## config.mk

```make
export PLATFORM = sky130hd
export DESIGN_NAME = gated_timer
export DESIGN_NICKNAME = d
export VERILOG_FILES = /design/src/include/timer_pkg.sv /design/src/include/timer_link_if.sv /design/src/rtl/count_tick_gen.sv /design/src/rtl/gate_unit.sv /design/src/rtl/gated_timer.sv
export SDC_FILE = /design/constraint.sdc
export NUM_CORES = 1
export LEC_CHECK = 0
export ABC_AREA = 1
export BUFFER_PORTS_ARGS = -buffer_cell sky130_fd_sc_hd__buf_2
export CAP_MARGIN = 20
export CORE_MARGIN = 5
export CORE_UTILIZATION = 50
export CTS_CLUSTER_SIZE = 24
export DETAILED_ROUTE_END_ITERATION = 8
export PLACE_DENSITY = 0.75
export SYNTH_ARGS = -nofsm -noshare
export SYNTH_HDL_FRONTEND = slang
export SYNTH_HIERARCHICAL = 1
export SYNTH_SLANG_ARGS = --single-unit
export TNS_END_PERCENT = 5
```

## constraint.sdc

```tcl
create_clock -name pclk -period 2.9 [get_ports pclk]
set_input_delay 0 -clock pclk [delete_from_list [all_inputs] [get_ports pclk]]
set_output_delay 0 -clock pclk [all_outputs]
set_load 0.05 [all_outputs]
```

## src/include/timer_pkg.sv

```systemverilog
// constants and types shared by the gated timer design
`default_nettype none
package timer_pkg;
	localparam logic [7:0] OFS_COUNT_LOW = 8'h00;
	localparam logic [7:0] OFS_COUNT_HIGH = 8'h04;
	localparam logic [7:0] OFS_CONTROL = 8'h08;
	localparam logic [7:0] OFS_GATE = 8'h0C;
	localparam logic [7:0] OFS_INT_STATUS = 8'h10;
	localparam logic [7:0] OFS_INT_MASK = 8'h14;
	// control register fields
	localparam int CTL_TIMER_ON = 0;
	localparam int CTL_SYNC_DISABLE = 1;
	localparam int CTL_PRESCALE_LO = 2;
	localparam int CTL_CLKSEL_LO = 4;
	// gate register fields
	localparam int GATE_ENABLE = 0;
	localparam int GATE_POLARITY = 1;
	localparam int GATE_TOGGLE = 2;
	localparam int GATE_SINGLE_PULSE = 3;
	localparam int GATE_GO_DONE = 4;
	localparam int GATE_LEVEL = 5;
	localparam int GATE_SRC_LO = 6;
	// interrupt bits
	localparam int INT_OVERFLOW = 0;
	localparam int INT_GATE_EVENT = 1;
	// reset values
	localparam logic [15:0] COUNT_RESET = 16'h0000;
	localparam logic [5:0] CONTROL_RESET = 6'h00;
	localparam logic [7:0] GATE_RESET = 8'h00;
	localparam logic [1:0] INT_RESET = 2'h0;
	localparam logic [15:0] COUNT_MAX = 16'hFFFF;
	// internal clock divided by four, as for an instruction clock
	localparam logic [1:0] FOSC4_DIV_LAST = 2'h3;
	typedef enum logic [1:0] {
		CLK_FOSC4 = 2'h0,
		CLK_FOSC = 2'h1,
		CLK_EXT_PIN = 2'h2,
		CLK_LF_OSC = 2'h3
	} clock_select_type;
	typedef enum logic [1:0] {
		GSRC_PIN = 2'h0,
		GSRC_OTHER_OVF = 2'h1,
		GSRC_COMPARATOR = 2'h2,
		GSRC_RESERVED = 2'h3
	} gate_source_type;
	typedef enum logic [2:0] {
		BUS_IDLE = 3'h1,
		BUS_WAIT = 3'h2,
		BUS_DONE = 3'h4
	} bus_state_type;
endpackage
`default_nettype wire

```

## src/include/timer_link_if.sv

```systemverilog
// signals between the timer top and its tick and gate units
`timescale 1ns/100ps
`default_nettype none
interface timer_link_if;
	logic [1:0] count_clock_select;
	logic [1:0] prescale_select;
	logic sync_disable;
	logic sleep_mode;
	logic count_tick;
	logic async_tick;
	logic [1:0] gate_source_select;
	logic gate_polarity;
	logic gate_toggle_mode;
	logic gate_single_pulse_mode;
	logic gate_go_done;
	logic gate_level;
	logic gate_fall;
	logic go_done_clear;
	modport top_mp (
		output count_clock_select, prescale_select, sync_disable, sleep_mode,
		output gate_source_select, gate_polarity, gate_toggle_mode,
		output gate_single_pulse_mode, gate_go_done,
		input count_tick, async_tick, gate_level, gate_fall, go_done_clear
	);
	modport tick_mp (
		input count_clock_select, prescale_select, sync_disable, sleep_mode,
		output count_tick, async_tick
	);
	modport gate_mp (
		input gate_source_select, gate_polarity, gate_toggle_mode,
		input gate_single_pulse_mode, gate_go_done,
		output gate_level, gate_fall, go_done_clear
	);
endinterface
`default_nettype wire

```

## src/rtl/count_tick_gen.sv

```systemverilog
// count clock selection, prescaler and optional synchroniser
`timescale 1ns/100ps
`default_nettype none
module count_tick_gen (
	input wire logic pclk,
	input wire logic presetn,
	input wire logic external_count_pin,
	input wire logic low_freq_internal_osc,
	timer_link_if.tick_mp lnk
);
	logic [1:0] div_ff, nxt_div;
	logic ext_prev_ff, nxt_ext_prev;
	logic lf_prev_ff, nxt_lf_prev;
	logic [2:0] pre_ff, nxt_pre;
	logic sync1_ff, nxt_sync1;
	logic sync2_ff, nxt_sync2;
	logic src_tick;
	logic pre_tick;
	logic [2:0] pre_mask;

	always_comb
	begin
		nxt_div = div_ff + 2'h1;
		nxt_ext_prev = external_count_pin;
		nxt_lf_prev = low_freq_internal_osc;
		// source select
		case (lnk.count_clock_select)
			timer_pkg::CLK_FOSC4: src_tick = (div_ff == timer_pkg::FOSC4_DIV_LAST);
			timer_pkg::CLK_FOSC: src_tick = 1'b1;
			timer_pkg::CLK_EXT_PIN: src_tick = external_count_pin & ~ext_prev_ff;
			timer_pkg::CLK_LF_OSC: src_tick = low_freq_internal_osc & ~lf_prev_ff;
			default: src_tick = 1'b0;
		endcase
		// system clocks stop in sleep
		if (lnk.sleep_mode && lnk.count_clock_select != timer_pkg::CLK_EXT_PIN)
			src_tick = 1'b0;
		// divide by 1, 2, 4 or 8
		pre_mask = 3'((4'h1 << lnk.prescale_select) - 4'h1);
		pre_tick = src_tick && ((pre_ff & pre_mask) == pre_mask);
		nxt_pre = src_tick ? pre_ff + 3'h1 : pre_ff;
		nxt_sync1 = pre_tick & ~lnk.sleep_mode;
		nxt_sync2 = sync1_ff & ~lnk.sleep_mode;
		lnk.async_tick = pre_tick;
		lnk.count_tick = lnk.sync_disable ? pre_tick : sync2_ff;
	end

	always_ff @(posedge pclk or negedge presetn)
	begin
		if (!presetn)
		begin
			div_ff <= 2'h0;
			ext_prev_ff <= 1'b0;
			lf_prev_ff <= 1'b0;
			pre_ff <= 3'h0;
			sync1_ff <= 1'b0;
			sync2_ff <= 1'b0;
		end
		else
		begin
			div_ff <= nxt_div;
			ext_prev_ff <= nxt_ext_prev;
			lf_prev_ff <= nxt_lf_prev;
			pre_ff <= nxt_pre;
			sync1_ff <= nxt_sync1;
			sync2_ff <= nxt_sync2;
		end
	end
endmodule // count_tick_gen
`default_nettype wire

```

## src/rtl/gate_unit.sv

```systemverilog
// gate source, polarity, toggle and single-pulse control
`timescale 1ns/100ps
`default_nettype none
module gate_unit (
	input wire logic pclk,
	input wire logic presetn,
	input wire logic gate_pin,
	input wire logic other_timer_overflow,
	input wire logic comparator_out_synced,
	timer_link_if.gate_mp lnk
);
	logic src;
	logic active;
	logic prev_ff, nxt_prev;
	logic tog_ff, nxt_tog;
	logic acq_ff, nxt_acq;
	logic level_ff, nxt_level;
	logic shaped;
	logic shaped_prev_ff, nxt_shaped_prev;

	always_comb
	begin
		case (lnk.gate_source_select)
			timer_pkg::GSRC_PIN: src = gate_pin;
			timer_pkg::GSRC_OTHER_OVF: src = other_timer_overflow;
			timer_pkg::GSRC_COMPARATOR: src = comparator_out_synced;
			default: src = 1'b0;
		endcase
		// polarity: one means active high
		active = src ~^ lnk.gate_polarity;
		nxt_prev = active;
		// toggle on each active edge
		nxt_tog = (active & ~prev_ff) ? ~tog_ff : tog_ff;
		shaped = lnk.gate_toggle_mode ? tog_ff : prev_ff;
		nxt_shaped_prev = shaped;
		// single pulse acquisition
		nxt_acq = acq_ff;
		if (!lnk.gate_single_pulse_mode)
			nxt_acq = 1'b0;
		else if (acq_ff && !shaped)
			nxt_acq = 1'b0;
		else if (lnk.gate_go_done && shaped && !shaped_prev_ff)
			nxt_acq = 1'b1;
		nxt_level = lnk.gate_single_pulse_mode ? acq_ff : shaped;
		lnk.gate_level = level_ff;
		lnk.gate_fall = level_ff & ~nxt_level;
		lnk.go_done_clear = acq_ff & ~nxt_acq;
	end

	always_ff @(posedge pclk or negedge presetn)
	begin
		if (!presetn)
		begin
			prev_ff <= 1'b0;
			tog_ff <= 1'b0;
			acq_ff <= 1'b0;
			level_ff <= 1'b0;
			shaped_prev_ff <= 1'b0;
		end
		else
		begin
			prev_ff <= nxt_prev;
			tog_ff <= nxt_tog;
			acq_ff <= nxt_acq;
			level_ff <= nxt_level;
			shaped_prev_ff <= nxt_shaped_prev;
		end
	end
endmodule // gate_unit
`default_nettype wire

```

## src/rtl/gated_timer.sv

```systemverilog
// gated sixteen-bit timer with apb registers and interrupt
//
// Overview of operation
// - The sixteen-bit count is a high and low byte, both read and written.
// - Software picks the count clock: an internal source or the count pin.
// - A two-bit prescaler divides the selected clock by 1, 2, 4 or 8.
// - The count goes up on each prescaled, optionally synchronised tick.
// - Rollover flags overflow; counting needs timer on and any enabled gate.
// - Overflow in sleep wakes the processor only for the unsynced count pin.
// - The synchroniser halts in sleep; only unsynchronised counting from the count pin runs.
// - Gate source field: pin, other overflow, comparator; code 11 reserved.
// - Polarity picks whether a high or low gate source lets the count run.
// - Single pulse: go/done arms the next active edge, cleared at gate end.
// - The gate event flag sets when an enabled gate's level falls; software clears it.
//
// Chosen here: register access over APB and the register offsets.
`timescale 1ns/100ps
`default_nettype none
module gated_timer (
	input wire logic pclk,
	input wire logic presetn,
	input wire logic psel,
	input wire logic penable,
	input wire logic pwrite,
	input wire logic [7:0] paddr,
	input wire logic [31:0] pwdata,
	input wire logic [3:0] pstrb,
	output logic [31:0] prdata,
	output logic pready,
	output logic pslverr,
	input wire logic external_count_pin,
	input wire logic low_freq_internal_osc,
	input wire logic gate_pin,
	input wire logic other_timer_overflow,
	input wire logic comparator_out_synced,
	input wire logic sleep_mode,
	output logic irq,
	output logic wake,
	output logic overflow_pulse
);
	timer_link_if lnk ();

	timer_pkg::bus_state_type bus_ff, nxt_bus;
	logic [31:0] rdata_ff, nxt_rdata;
	logic ready_ff, nxt_ready;
	logic err_ff, nxt_err;
	logic [15:0] count_ff, nxt_count;
	logic [5:0] control_ff, nxt_control;
	logic [7:0] gate_ff, nxt_gate;
	logic [1:0] status_ff, nxt_status;
	logic [1:0] mask_ff, nxt_mask;
	logic irq_ff, nxt_irq;
	logic wake_ff, nxt_wake;
	logic ovf_ff, nxt_ovf;

	logic access;
	logic wr_commit;
	logic mapped;
	logic timer_on;
	logic gate_enable;
	logic count_en;
	logic tick;
	logic inc;
	logic rollover;
	logic [1:0] events;
	logic [31:0] read_mux;

	count_tick_gen u_tick (
		.pclk(pclk),
		.presetn(presetn),
		.external_count_pin(external_count_pin),
		.low_freq_internal_osc(low_freq_internal_osc),
		.lnk(lnk.tick_mp)
	);

	gate_unit u_gate (
		.pclk(pclk),
		.presetn(presetn),
		.gate_pin(gate_pin),
		.other_timer_overflow(other_timer_overflow),
		.comparator_out_synced(comparator_out_synced),
		.lnk(lnk.gate_mp)
	);

	// configuration to the sub-units
	always_comb
	begin
		lnk.count_clock_select = control_ff[timer_pkg::CTL_CLKSEL_LO +: 2];
		lnk.prescale_select = control_ff[timer_pkg::CTL_PRESCALE_LO +: 2];
		// synchroniser bypass select
		lnk.sync_disable = control_ff[timer_pkg::CTL_SYNC_DISABLE];
		lnk.sleep_mode = sleep_mode;
		lnk.gate_source_select = gate_ff[timer_pkg::GATE_SRC_LO +: 2];
		lnk.gate_polarity = gate_ff[timer_pkg::GATE_POLARITY];
		lnk.gate_toggle_mode = gate_ff[timer_pkg::GATE_TOGGLE];
		lnk.gate_single_pulse_mode = gate_ff[timer_pkg::GATE_SINGLE_PULSE];
		lnk.gate_go_done = gate_ff[timer_pkg::GATE_GO_DONE];
	end

	// apb slave: two wait states, then answer
	always_comb
	begin
		access = psel & penable;
		wr_commit = (bus_ff == timer_pkg::BUS_DONE) & access & pwrite;
		case (paddr)
			timer_pkg::OFS_COUNT_LOW,
			timer_pkg::OFS_COUNT_HIGH,
			timer_pkg::OFS_CONTROL,
			timer_pkg::OFS_GATE,
			timer_pkg::OFS_INT_STATUS,
			timer_pkg::OFS_INT_MASK: mapped = 1'b1;
			default: mapped = 1'b0;
		endcase
		read_mux = 32'h0000_0000;
		case (paddr)
			timer_pkg::OFS_COUNT_LOW: read_mux[7:0] = count_ff[7:0];
			timer_pkg::OFS_COUNT_HIGH: read_mux[7:0] = count_ff[15:8];
			timer_pkg::OFS_CONTROL: read_mux[5:0] = control_ff;
			timer_pkg::OFS_GATE:
			begin
				read_mux[7:0] = gate_ff;
				read_mux[timer_pkg::GATE_LEVEL] = lnk.gate_level;
			end
			timer_pkg::OFS_INT_STATUS: read_mux[1:0] = status_ff;
			timer_pkg::OFS_INT_MASK: read_mux[1:0] = mask_ff;
			default: read_mux = 32'h0000_0000;
		endcase
		nxt_bus = bus_ff;
		nxt_ready = 1'b0;
		nxt_err = 1'b0;
		nxt_rdata = rdata_ff;
		case (bus_ff)
			timer_pkg::BUS_IDLE:
			begin
				if (access)
				begin
					nxt_bus = timer_pkg::BUS_WAIT;
				end
			end
			timer_pkg::BUS_WAIT:
			begin
				nxt_bus = timer_pkg::BUS_DONE;
				nxt_ready = 1'b1;
				nxt_err = ~mapped;
				nxt_rdata = pwrite ? 32'h0000_0000 : read_mux;
			end
			timer_pkg::BUS_DONE:
			begin
				nxt_bus = timer_pkg::BUS_IDLE;
			end
			default: nxt_bus = timer_pkg::BUS_IDLE;
		endcase
	end

	// count register
	always_comb
	begin
		timer_on = control_ff[timer_pkg::CTL_TIMER_ON];
		gate_enable = gate_ff[timer_pkg::GATE_ENABLE];
		count_en = timer_on & (~gate_enable | lnk.gate_level);
		tick = lnk.count_tick;
		inc = count_en & tick;
		rollover = inc & (count_ff == timer_pkg::COUNT_MAX);
		nxt_count = inc ? count_ff + 16'h0001 : count_ff;
		if (wr_commit && pstrb[0] && paddr == timer_pkg::OFS_COUNT_LOW)
			nxt_count[7:0] = pwdata[7:0];
		if (wr_commit && pstrb[0] && paddr == timer_pkg::OFS_COUNT_HIGH)
			nxt_count[15:8] = pwdata[7:0];
	end

	always_ff @(posedge pclk or negedge presetn)
	begin
		if (!presetn)
		begin
			count_ff <= timer_pkg::COUNT_RESET;
		end
		else
		begin
			count_ff <= nxt_count;
		end
	end

	// control, gate and mask registers
	always_comb
	begin
		nxt_control = control_ff;
		if (wr_commit && pstrb[0] && paddr == timer_pkg::OFS_CONTROL)
			nxt_control = pwdata[5:0];
		nxt_gate = gate_ff;
		if (lnk.go_done_clear)
			nxt_gate[timer_pkg::GATE_GO_DONE] = 1'b0;
		if (wr_commit && pstrb[0] && paddr == timer_pkg::OFS_GATE)
			nxt_gate = pwdata[7:0];
		nxt_gate[timer_pkg::GATE_LEVEL] = 1'b0;
		nxt_mask = mask_ff;
		if (wr_commit && pstrb[0] && paddr == timer_pkg::OFS_INT_MASK)
			nxt_mask = pwdata[1:0];
	end

	always_ff @(posedge pclk or negedge presetn)
	begin
		if (!presetn)
		begin
			control_ff <= timer_pkg::CONTROL_RESET;
			gate_ff <= timer_pkg::GATE_RESET;
			mask_ff <= timer_pkg::INT_RESET;
		end
		else
		begin
			control_ff <= nxt_control;
			gate_ff <= nxt_gate;
			mask_ff <= nxt_mask;
		end
	end

	// sticky status flags
	always_comb
	begin
		events = 2'h0;
		events[timer_pkg::INT_OVERFLOW] = rollover;
		events[timer_pkg::INT_GATE_EVENT] = gate_enable & lnk.gate_fall;
		nxt_status = status_ff;
		if (wr_commit && pstrb[0] && paddr == timer_pkg::OFS_INT_STATUS)
			nxt_status = status_ff & ~pwdata[1:0];
		nxt_status = nxt_status | events;
	end

	always_ff @(posedge pclk or negedge presetn)
	begin
		if (!presetn)
		begin
			status_ff <= timer_pkg::INT_RESET;
		end
		else
		begin
			status_ff <= nxt_status;
		end
	end

	// registered outputs
	always_comb
	begin
		// interrupt level from masked status
		nxt_irq = |(nxt_status & nxt_mask);
		nxt_wake = rollover & sleep_mode & lnk.sync_disable &
			lnk.async_tick &
			(lnk.count_clock_select == timer_pkg::CLK_EXT_PIN);
		nxt_ovf = rollover;
	end

	always_ff @(posedge pclk or negedge presetn)
	begin
		if (!presetn)
		begin
			irq_ff <= 1'b0;
			wake_ff <= 1'b0;
			ovf_ff <= 1'b0;
		end
		else
		begin
			irq_ff <= nxt_irq;
			wake_ff <= nxt_wake;
			ovf_ff <= nxt_ovf;
		end
	end

	always_ff @(posedge pclk or negedge presetn)
	begin
		if (!presetn)
		begin
			bus_ff <= timer_pkg::BUS_IDLE;
			rdata_ff <= 32'h0000_0000;
			ready_ff <= 1'b0;
			err_ff <= 1'b0;
		end
		else
		begin
			bus_ff <= nxt_bus;
			rdata_ff <= nxt_rdata;
			ready_ff <= nxt_ready;
			err_ff <= nxt_err;
		end
	end

	assign prdata = rdata_ff;
	assign pready = ready_ff;
	assign pslverr = err_ff;
	assign irq = irq_ff;
	assign wake = wake_ff;
	assign overflow_pulse = ovf_ff;
endmodule // gated_timer
`default_nettype wire

```

==> impl_results.md, run 1 <==
- Status: finished clean
- Max FO, Critical Path: 10
- Register area share after synthesis: 0.415
- Global-route wire length before repair: 14.9 mm
- Element type at the critical path start: flip-flop
- Combinational share of power: 0.202
- Clk sinks: 63
- Setup TNS Final: 0 ns
- Synth Register Bits: 63
- Syn Inst Count: 517
- Mapped Area: between 3000 and 4000 µm²
- Register area: 1580 µm²
- Placement row count: 31
- Slew Viols, Final: 0
- CTS max path bufs: 2
- Distinct cells, synth: 33
- Setup CP Type: flip-flop to flip-flop
- I/O pin count: 92
- Unrepaired setup endpoints after global routing: false
- Clock skew: 0.0100 ns
- Share of cells above drive strength 1: 0.174
- Post-route DRC: 0
- Hold/Removal Path Class: input port to flip-flop
- CP Capture Type: flip-flop
- Clock power frac: 0.324
- Largest area contributor in the netlist: dfrtp_1
- Top post-synthesis cells by area: dfrtp_1, nand2_1, nand3_1
- Clock Latency Late Sink: 0.34 ns
- Ant diodes: 0
- Max-cap violations: 0
- CTS tree: yes
- Internal: 1360 µW
- DP HPWL: about 6.6 mm
- Switching power: 692 µW
- Largest net degree at the start of global routing: 35
- Static Leak: 0.00226 µW
- Peak VDD IR: approximately 0.47 mV
- Num CTS Buffers: 9
- Filler Cell Count: roughly 680
- Post-CTS setup buffer count: 0
- First-pass iteration count of the detailed router: 5
- Final setup vio count: 0
- Final hold viol count: 0
- Worst path arrival time: around 2.5 ns
- Ys Warns: 6
- Root Buffer: clkbuf_8
- Layout area overhead: 13.5%
- Initial drt markers: 210
- Mean post-synth cell area: around 7.3 µm²
- CP Data Required Time: about 3.2 ns
- Antenna Nets Post-Route: 0
- Final #Nets: 636
- Hold Path Depth: 4
- Clock-pin slew on the worst setup and hold paths: around 0.07 ns
- Die Wd: 97.2 µm
- Routability congestion estimate from global placement: around 0.9
- Vias in the first global route: approximately 3200
- F_max: 447 MHz
- IO buf count: 40
- Starting Density: 0.518
- Rel. slew slack: 0.556
- Area of the multi-input gates: 1830 µm²
- DRT Wirelength: 8.69 mm
- Total grt overflow: 0
- CORE AREA: 7330 µm²
- Chip height: 97.2 µm
- Via count: ~3400
- Synth top area share: 0.408
- Vias per Instance: 4.92
- Sw Ratio: 0.337
- Least-Margin Pin Slew: ~0.67 ns
- Die area: 9440 µm²
- Period utilisation layout: 0.772
- Worst Reg-to-Reg Cells: 11
- Register share of total power: 0.475
- # H-tree levels: 3
- Avg WL per Cell: around 13 µm
- Final core utilization: 0.588
- Initial antenna violation count: 0
- GR Util All Layers: 0.191
- Fin crit period: 2.24 ns
- Pwr per Cell Area: between 400 and 500 nW/µm²
-- layer usage --
metal / track usage / routed length (µm) / vias to the layer above
met5: 0 / 0 / -
met4: 0.0626 / 112 / 0
met3: 0.0445 / 557 / 11
met2: 0.307 / 4160 / 103
met1: 0.253 / 3860 / 1558
li1: - / - / 1681
-- final cells by class --
class / instances / share of cell area
clock inverters: 4 / 0.00522
well taps: 99 / 0.0287
flip-flops and latches: 63 / 0.366
multi-input cells: 380 / 0.424
repair buffers: 57 / 0.0847
inverters: 67 / 0.0583
clock buffers: 11 / 0.0328
-- synth_stat cells --
cell and count:
nor2_4 6, buf_2 3, a21oi_1 4, nand3b_1 1, nor3_4 1, inv_1 59
nor2_2 5, nand2_2 10, nand2_1 176, o211ai_2 1, ha_1 3, nor3_1 5
nor2_8 1, o21ai_2 7, nor2_1 36, nand3_1 51, inv_2 7, and3_1 1
clkinv_1 1, a21oi_2 1, o21a_2 1, dfrtp_1 62, buf_6 2, o21ai_1 18
or2_0 1, conb_1 1, nand3_2 4, xnor2_1 4, buf_4 25, xor2_1 8
o21ai_0 5, dfstp_2 1, nand4_1 6
-- kinds of logic (layout without fill, tap and decap cells) --
family,Yosys count,in the layout,synth area share
other,1,24,0.000987
adders and majority gates,3,3,0.00988
xor gates and xnor gates,12,12,0.0277
and+or+nand+nor,304,304,0.361
DFF,63,63,0.415
AOI/OAI and AO/OA,37,37,0.0596
buffers and inverters,97,139,0.125
-- power groups by stage --
stage	sequential [µW]	clock, µW	combinational (µW)
detailed placement	989	0	402
global route	981	721	452
CTS	973	677	418
global placement	987	0	394
finish	974	664	414
floorplan	1120	0	191
-- metrics by stage --
step / std cells / worst slack (ns) / total power [µW] / instance area (µm²) / hold slack (ns)
final: 681 / 0.661 / 2050 / 4310 / 0.0302
after CTS: 681 / 0.700 / 2070 / 4310 / 0.0204
after global routing: 681 / 0.374 / 2150 / 4310 / 0.0347
after floorplan: 540 / 1.28 / 1310 / 3880 / -0.296
after global placement: 651 / 0.772 / 1380 / 4000 / 0.0662
after detailed placement: 651 / 0.726 / 1390 / 4000 / 0.0776
-- critical path, cell delays in order, from the launching register on --
cell,delay (ns)
dfrtp_1,0.50
inv_1,0.09
o21ai_0,0.22
nand4_1,0.12
nand2_1,0.09
nand2_1,0.05
inv_1,0.05
nand2_1,0.25
buf_4,0.28
nor2_2,0.32
nand2_1,0.11
nand3_1,0.08
-- flip-flops by register name (all words and copies together), names as in the netlist, 2 cells and up --
register and cells:
control_ff 6, bus_ff 3, mask_ff 2, u_tick/pre_ff 3, prdata 8, gate_ff 7
u_tick/div_ff 2, status_ff 2, count_ff 16
-- path summary, 6_finish.rpt --
kind                                       from                end  slack [ns]
min                        other_timer_overflow     u_gate/prev_ff        0.03
min in group asynchronous               presetn  u_tick/lf_prev_ff        0.22
max                               control_ff[5]       count_ff[12]        0.66
max reg2reg                       control_ff[5]       count_ff[12]        0.66
max in group asynchronous               presetn          bus_ff[0]        1.75
min reg2reg                    u_tick/div_ff[0]   u_tick/div_ff[0]        0.42
-- timing repair --
action	4_1_cts	5_1_grt
hold endpoints to repair	52	0
gates resized for setup	0	0
hold buffers	15	0
-- placed cells by master, fill, tap and decap left out, types with 6 or more instances in the layout --
| master | synthesis | final |
|---|---|---|
| buf_2 | 3 | 40 |
| clkbuf_8 | 0 | 10 |
| conb_1 | 1 | 24 |
| dfrtp_1 | 62 | 62 |
| dlygate4sd3_1 | 0 | 15 |
| inv_1 | 59 | 59 |
| inv_2 | 7 | 7 |
| nand2_1 | 176 | 176 |
| nand2_2 | 10 | 10 |
| nand3_1 | 51 | 51 |
| nand4_1 | 6 | 6 |
| nor2_1 | 36 | 36 |
| nor2_4 | 6 | 6 |
| o21ai_1 | 18 | 18 |
| o21ai_2 | 7 | 7 |
| xor2_1 | 8 | 8 |
No activity file was read; power rests on OpenSTA's default activity.
==> run 2: changes to the inputs <==
==> constraint.sdc (replaced) <==
create_clock -name pclk -period 2.2 [get_ports pclk]
set_input_delay 0 -clock pclk [delete_from_list [all_inputs] [get_ports pclk]]
set_output_delay 0 -clock pclk [all_outputs]
set_load 0.05 [all_outputs]
==> run 2 against run 1 <==
Compared with the run above: critical path depth grew 1; flip-flop and latch count is the same; final cell count grew 0.15%; clock skew shrank 0.0046 ns; clock power grew 48%; utilization grew 0.49 points; sequential power grew 31%; critical path type unchanged; critical endpoint is now count_ff[3].
==> impl_results.md, run 2 (synthesis gave the netlist of run 1 again) <==
- Final #Nets: ~640
- Static Leak: ~0.0023 µW
- # H-tree levels: 3
- Avg WL per Cell: 12.7 µm
- Post-route DRC: 0
- Largest net degree at the start of global routing: 34
- Status: finished clean
- CTS tree: yes
- Pwr per Cell Area: 647 nW/µm²
- DRT Wirelength: 8.66 mm
- IO buf count: 40
- Max FO, Critical Path: 9
- Global-route wire length before repair: about 15 mm
- I/O pin count: 92
- Commonest non-fill, non-tap cell in the layout: nand2_1
- Largest stage delay, worst path: 0.44 ns
- Clk sinks: 63
- Antenna Nets Post-Route: 0
- CORE AREA: around 7300 µm²
- Final setup vio count: 0
- CP Data Required Time: around 2.4 ns
- GR Util All Layers: 0.187
- Cells along the critical path: inv_1 > nand4_1 > nand2_1 > nand4_1 > nand2_1 > nand2_1 > inv_1 > nand2_1 > buf_4 > nor2_1 > xor2_1 > o21ai_0
- Final core utilization: 0.593
- Routability congestion estimate from global placement: 0.918
- Crit path top cell by count: nand2_1
- Filler Cell Count: 684
- Vias per Instance: between 4 and 5
- Setup TNS Final: 0 ns
- Num CTS Buffers: 9
- Slew Viols, Final: 0
- Ant diodes: 0
- Placement row count: 31
- Period utilisation layout: 0.929
- Most frequent cells in the layout: nand2_1, dfrtp_1, inv_1
- Least-Margin Pin Slew: ~0.73 ns
- Die area: 9440 µm²
- Hold/Removal Path Class: input port to flip-flop
- F_max: about 490 MHz
- Post-CTS setup buffer count: 0
- Vias in the first global route: 3194
- Element type at the critical path start: flip-flop
- Via count: 3403
- Clock Latency Late Sink: 0.34 ns
- Final hold slack: roughly 0.00079 ns
- CTS max path bufs: 2
- Largest register by flop count: count_ff
- Root Buffer: clkbuf_8
- Die Wd: just under 100 µm
- Setup CP Type: flip-flop to flip-flop
- Unrepaired setup endpoints after global routing: true
- Max reg flops: 16
- Starting Density: 0.518
- Final hold viol count: 0
- Initial antenna violation count: 0
- Clock skew: between 0.005 and 0.006 ns
- CP Capture Type: flip-flop
- Total grt overflow: 0
- DP HPWL: roughly 6.6 mm
- Peak VDD IR: 0.387 mV
- Slowest-stage cell, CP: dfrtp_1
- Worst path arrival time: roughly 2.3 ns
- Share of cells above drive strength 1: 0.180
- First-pass iteration count of the detailed router: 5
- Rel. slew slack: 0.513
- Fin crit period: 2.04 ns
- Clock-pin slew on the worst setup and hold paths: ~0.07 ns
- Max-cap violations: 0
- Initial drt markers: 219
- Layout area overhead: 14.5%
- R2R setup slack: 0.16 ns
- Chip height: 97.2 µm
[run 2: area by class of cell]
class | instances | area (µm²) | share of cell area
Tap cell | 99 | 124 | 0.0285
Sequential cell | 63 | 1580 | 0.363
Multi-Input combinational cell | 380 | 1830 | 0.421
Clock buffer | 10 | 128 | 0.0293
Timing Repair Buffer | 57 | 375 | 0.0863
Clock inverter | 6 | 61.3 | 0.0141
Inverter | 67 | 251 | 0.0578
[run 2: worst paths after layout]
kind                       depth (start not counted)        startpoint                to
hold / removal                                     3         pwdata[5]     control_ff[5]
min in group asynchronous                          2           presetn   u_tick/sync1_ff
setup / recovery                                  12     control_ff[4]       count_ff[3]
setup reg to reg                                  12     control_ff[4]       count_ff[3]
hold reg to reg                                    1  u_tick/div_ff[0]  u_tick/div_ff[0]
max in group asynchronous                          3           presetn         bus_ff[0]
[run 2: worst max-delay path, delay by kind of cell, from the launching register on]
kind | cells | cell delay (ns)
buffers and inverters | 3 | 0.43
AO/OA/AOI/OAI | 1 | 0.09
flip-flops | 1 | 0.44
XOR/XNOR | 1 | 0.16
AND/OR/NAND/NOR | 7 | 0.80
[run 2: through the flow]
step                area, µm²  setup WS, ns  std cells  power [µW]
finish                   4350         0.157        682        2810
global route             4350      -0.00212        682        2940
CTS                      4350         0.182        682        2840
detailed placement       4020         0.208        652        1840
global placement         4020         0.304        652        1820
floorplan                3880         0.582        540        1720
[run 2: report_power, final]
group | switching, µW | total (µW) | internal [µW]
clock network | 464 | 983 | 519
registers | 45.9 | 1280 | 1240
logic | 417 | 547 | 130
[run 2: timing repair]
action,CTS,global route
hold endpoints to repair,53,0
setup endpoints to repair,0,2
hold buffers,14,0
resized for setup,0,2
[run 2: layer usage]
metal  up-vias  share of wire  GRT usage  routed length, µm
met4         0          0.016     0.0648                135
met3        15          0.068     0.0323                592
li1       1681              -          -                  -
met5         -              0          0                  0
met1      1571           0.44      0.245               3820
met2       136           0.47      0.310               4110
==> run 3: changes to the inputs <==
--- a/config.mk
+++ b/config.mk
@@ -10,6 +10,7 @@
 export CAP_MARGIN = 20
 export CORE_MARGIN = 5
 export CORE_UTILIZATION = 50
+export CTS_BUF_LIST = sky130_fd_sc_hd__clkbuf_4
 export CTS_CLUSTER_SIZE = 24
 export DETAILED_ROUTE_END_ITERATION = 8
 export PLACE_DENSITY = 0.75
==> run 3 against run 2 <==
Compared with the run above: setup slack better by 0.051 ns; critical path type unchanged; clock-buffer cell count unchanged; utilization down 0.14 points; largest power group unchanged.
==> impl_results.md, run 3 (synthesis gave the netlist of run 1 again) <==
- Slew Viols, Final: 0
- Antenna Nets Post-Route: 0
- Non-Filler Instances: 686
- Placed cell count: between 600 and 700
- Pwr per Cell Area: roughly 610 nW/µm²
- Element type at the critical path start: flip-flop
- Die area: 9440 µm²
- Max reg flops: 16
- Vias in the first global route: 3216
- Share of cells above drive strength 1: 0.182
- Ant diodes: 0
- Root Buffer: clkbuf_4
- I/O pin count: ~90
- Initial drt markers: 184
- Clock Latency Late Sink: 0.42 ns
- Least-Margin Pin Slew: 0.728 ns
- CORE AREA: 7330 µm²
- Final #Nets: between 600 and 700
- Power, Total: 2630 µW
- Routability congestion estimate from global placement: 0.918
- Num CTS Buffers: 9
- Layout area overhead: 14.2%
- Final worst slack: 0.208 ns
- Rel. slew slack: 0.515
- IO buf count: 40
- Static Leak: ~0.0023 µW
- Die Wd: 97.2 µm
- Largest net degree at the start of global routing: 34
- Setup TNS Final: 0 ns
- # H-tree levels: 3
- Period utilisation layout: 0.905
- Avg WL per Cell: roughly 13 µm
- Most frequent cells in the layout: nand2_1, dfrtp_1, inv_1
- DRT Wirelength: 8.66 mm
- Initial antenna violation count: 0
- Placement row count: 31
- Worst path arrival time: about 2.3 ns
- Clk sinks: 63
- Global-route wire length before repair: 14.6 mm
- Unrepaired setup endpoints after global routing: false
- Filler Cell Count: 692
- Status: finished clean
- Post-route DRC: 0
- CP Capture Type: flip-flop
- Via count: 3385
- DP HPWL: 6.56 mm
- Final hold viol count: 0
- Peak VDD IR: 0.355 mV
- Clock skew: between 0.01 and 0.015 ns
- Final setup vio count: 0
- Starting Density: 0.518
- Post-CTS setup buffer count: 0
- CTS tree: yes
- Largest register by flop count: count_ff
- GR Util All Layers: 0.188
- Vias per Instance: 4.93
- Worst slack, placed: 0.208 ns
- Max FO, Critical Path: 5
- Commonest non-fill, non-tap cell in the layout: nand2_1
- Clock-pin slew on the worst setup and hold paths: 0.11 ns
- F_max: 502 MHz
- Setup CP Type: flip-flop to flip-flop
- Chip height: 97.2 µm
- Total grt overflow: 0
- Hold/Removal Path Class: input port to flip-flop
- CP Data Required Time: 2.51 ns
- CTS max path bufs: 2
- First-pass iteration count of the detailed router: 5
- Max-cap violations: 0
- Fin crit period: 1.99 ns
## run 3: metal layers
metal,GRT usage,routed length (µm),vias up
met5,0,0,-
met1,0.241,3840,1550
met2,0.312,4070,123
met4,0.0626,139,0
met3,0.0438,614,18
li1,-,-,1694
## run 3: timing repair
| item | in CTS | in global routing |
|---|---|---|
| hold buffers | 18 | 0 |
| setup endpoints to repair | 0 | 3 |
| resized for setup | 0 | 3 |
| endpoints found under the hold margin | 74 | 0 |
## run 3: stage by stage
| step | hold slack (ns) | util | area [µm²] |
|---|---|---|---|
| detailed placement | 0.103 | 0.548 | 4020 |
| floorplan | -0.296 | - | 3880 |
| CTS | 0.0488 | 0.591 | 4340 |
| finish | 0.0585 | 0.592 | 4340 |
| global route | 0.0928 | 0.592 | 4340 |
| global placement | 0.0981 | 0.548 | 4020 |
## run 3: worst max-delay path, cell delays in order, from the launching register on
cell,delay (ns)
dfrtp_1,0.44
inv_2,0.07
nand2_1,0.06
nand3_1,0.06
nand3_1,0.06
dlygate4sd3_1,0.57
nand2_2,0.07
dlygate4sd3_1,0.55
## run 3: cell type report
class	instances	area, µm²	area share
Clock buffer	10	75.1	0.0173
Clock inverter	6	61.3	0.0141
Inverter	67	251	0.0580
Multi-Input combinational cell	380	1830	0.422
Sequential cell	63	1580	0.364
Tap cell	99	124	0.0285
Timing Repair Buffer	61	415	0.0957
## run 3: final timing paths
check / startpoint / end / slack (ns) / cells after the start
worst max register to register: gate_ff[7] / u_gate/prev_ff / 0.21 / 7
worst min-delay path: paddr[4] / mask_ff[1] / 0.06 / 5
max in group asynchronous: presetn / bus_ff[0] / 1.35 / 3
worst max-delay path: gate_ff[7] / u_gate/prev_ff / 0.21 / 7
worst min register to register: u_tick/div_ff[0] / u_tick/div_ff[0] / 0.44 / 1
min in group asynchronous: presetn / u_tick/sync1_ff / 0.16 / 2
## run 3: power breakdown
part	internal, µW	total (µW)	switching (µW)
clock	355	801	446
combinational	134	552	417
sequential	1240	1280	46.1
total	1730	2630	909
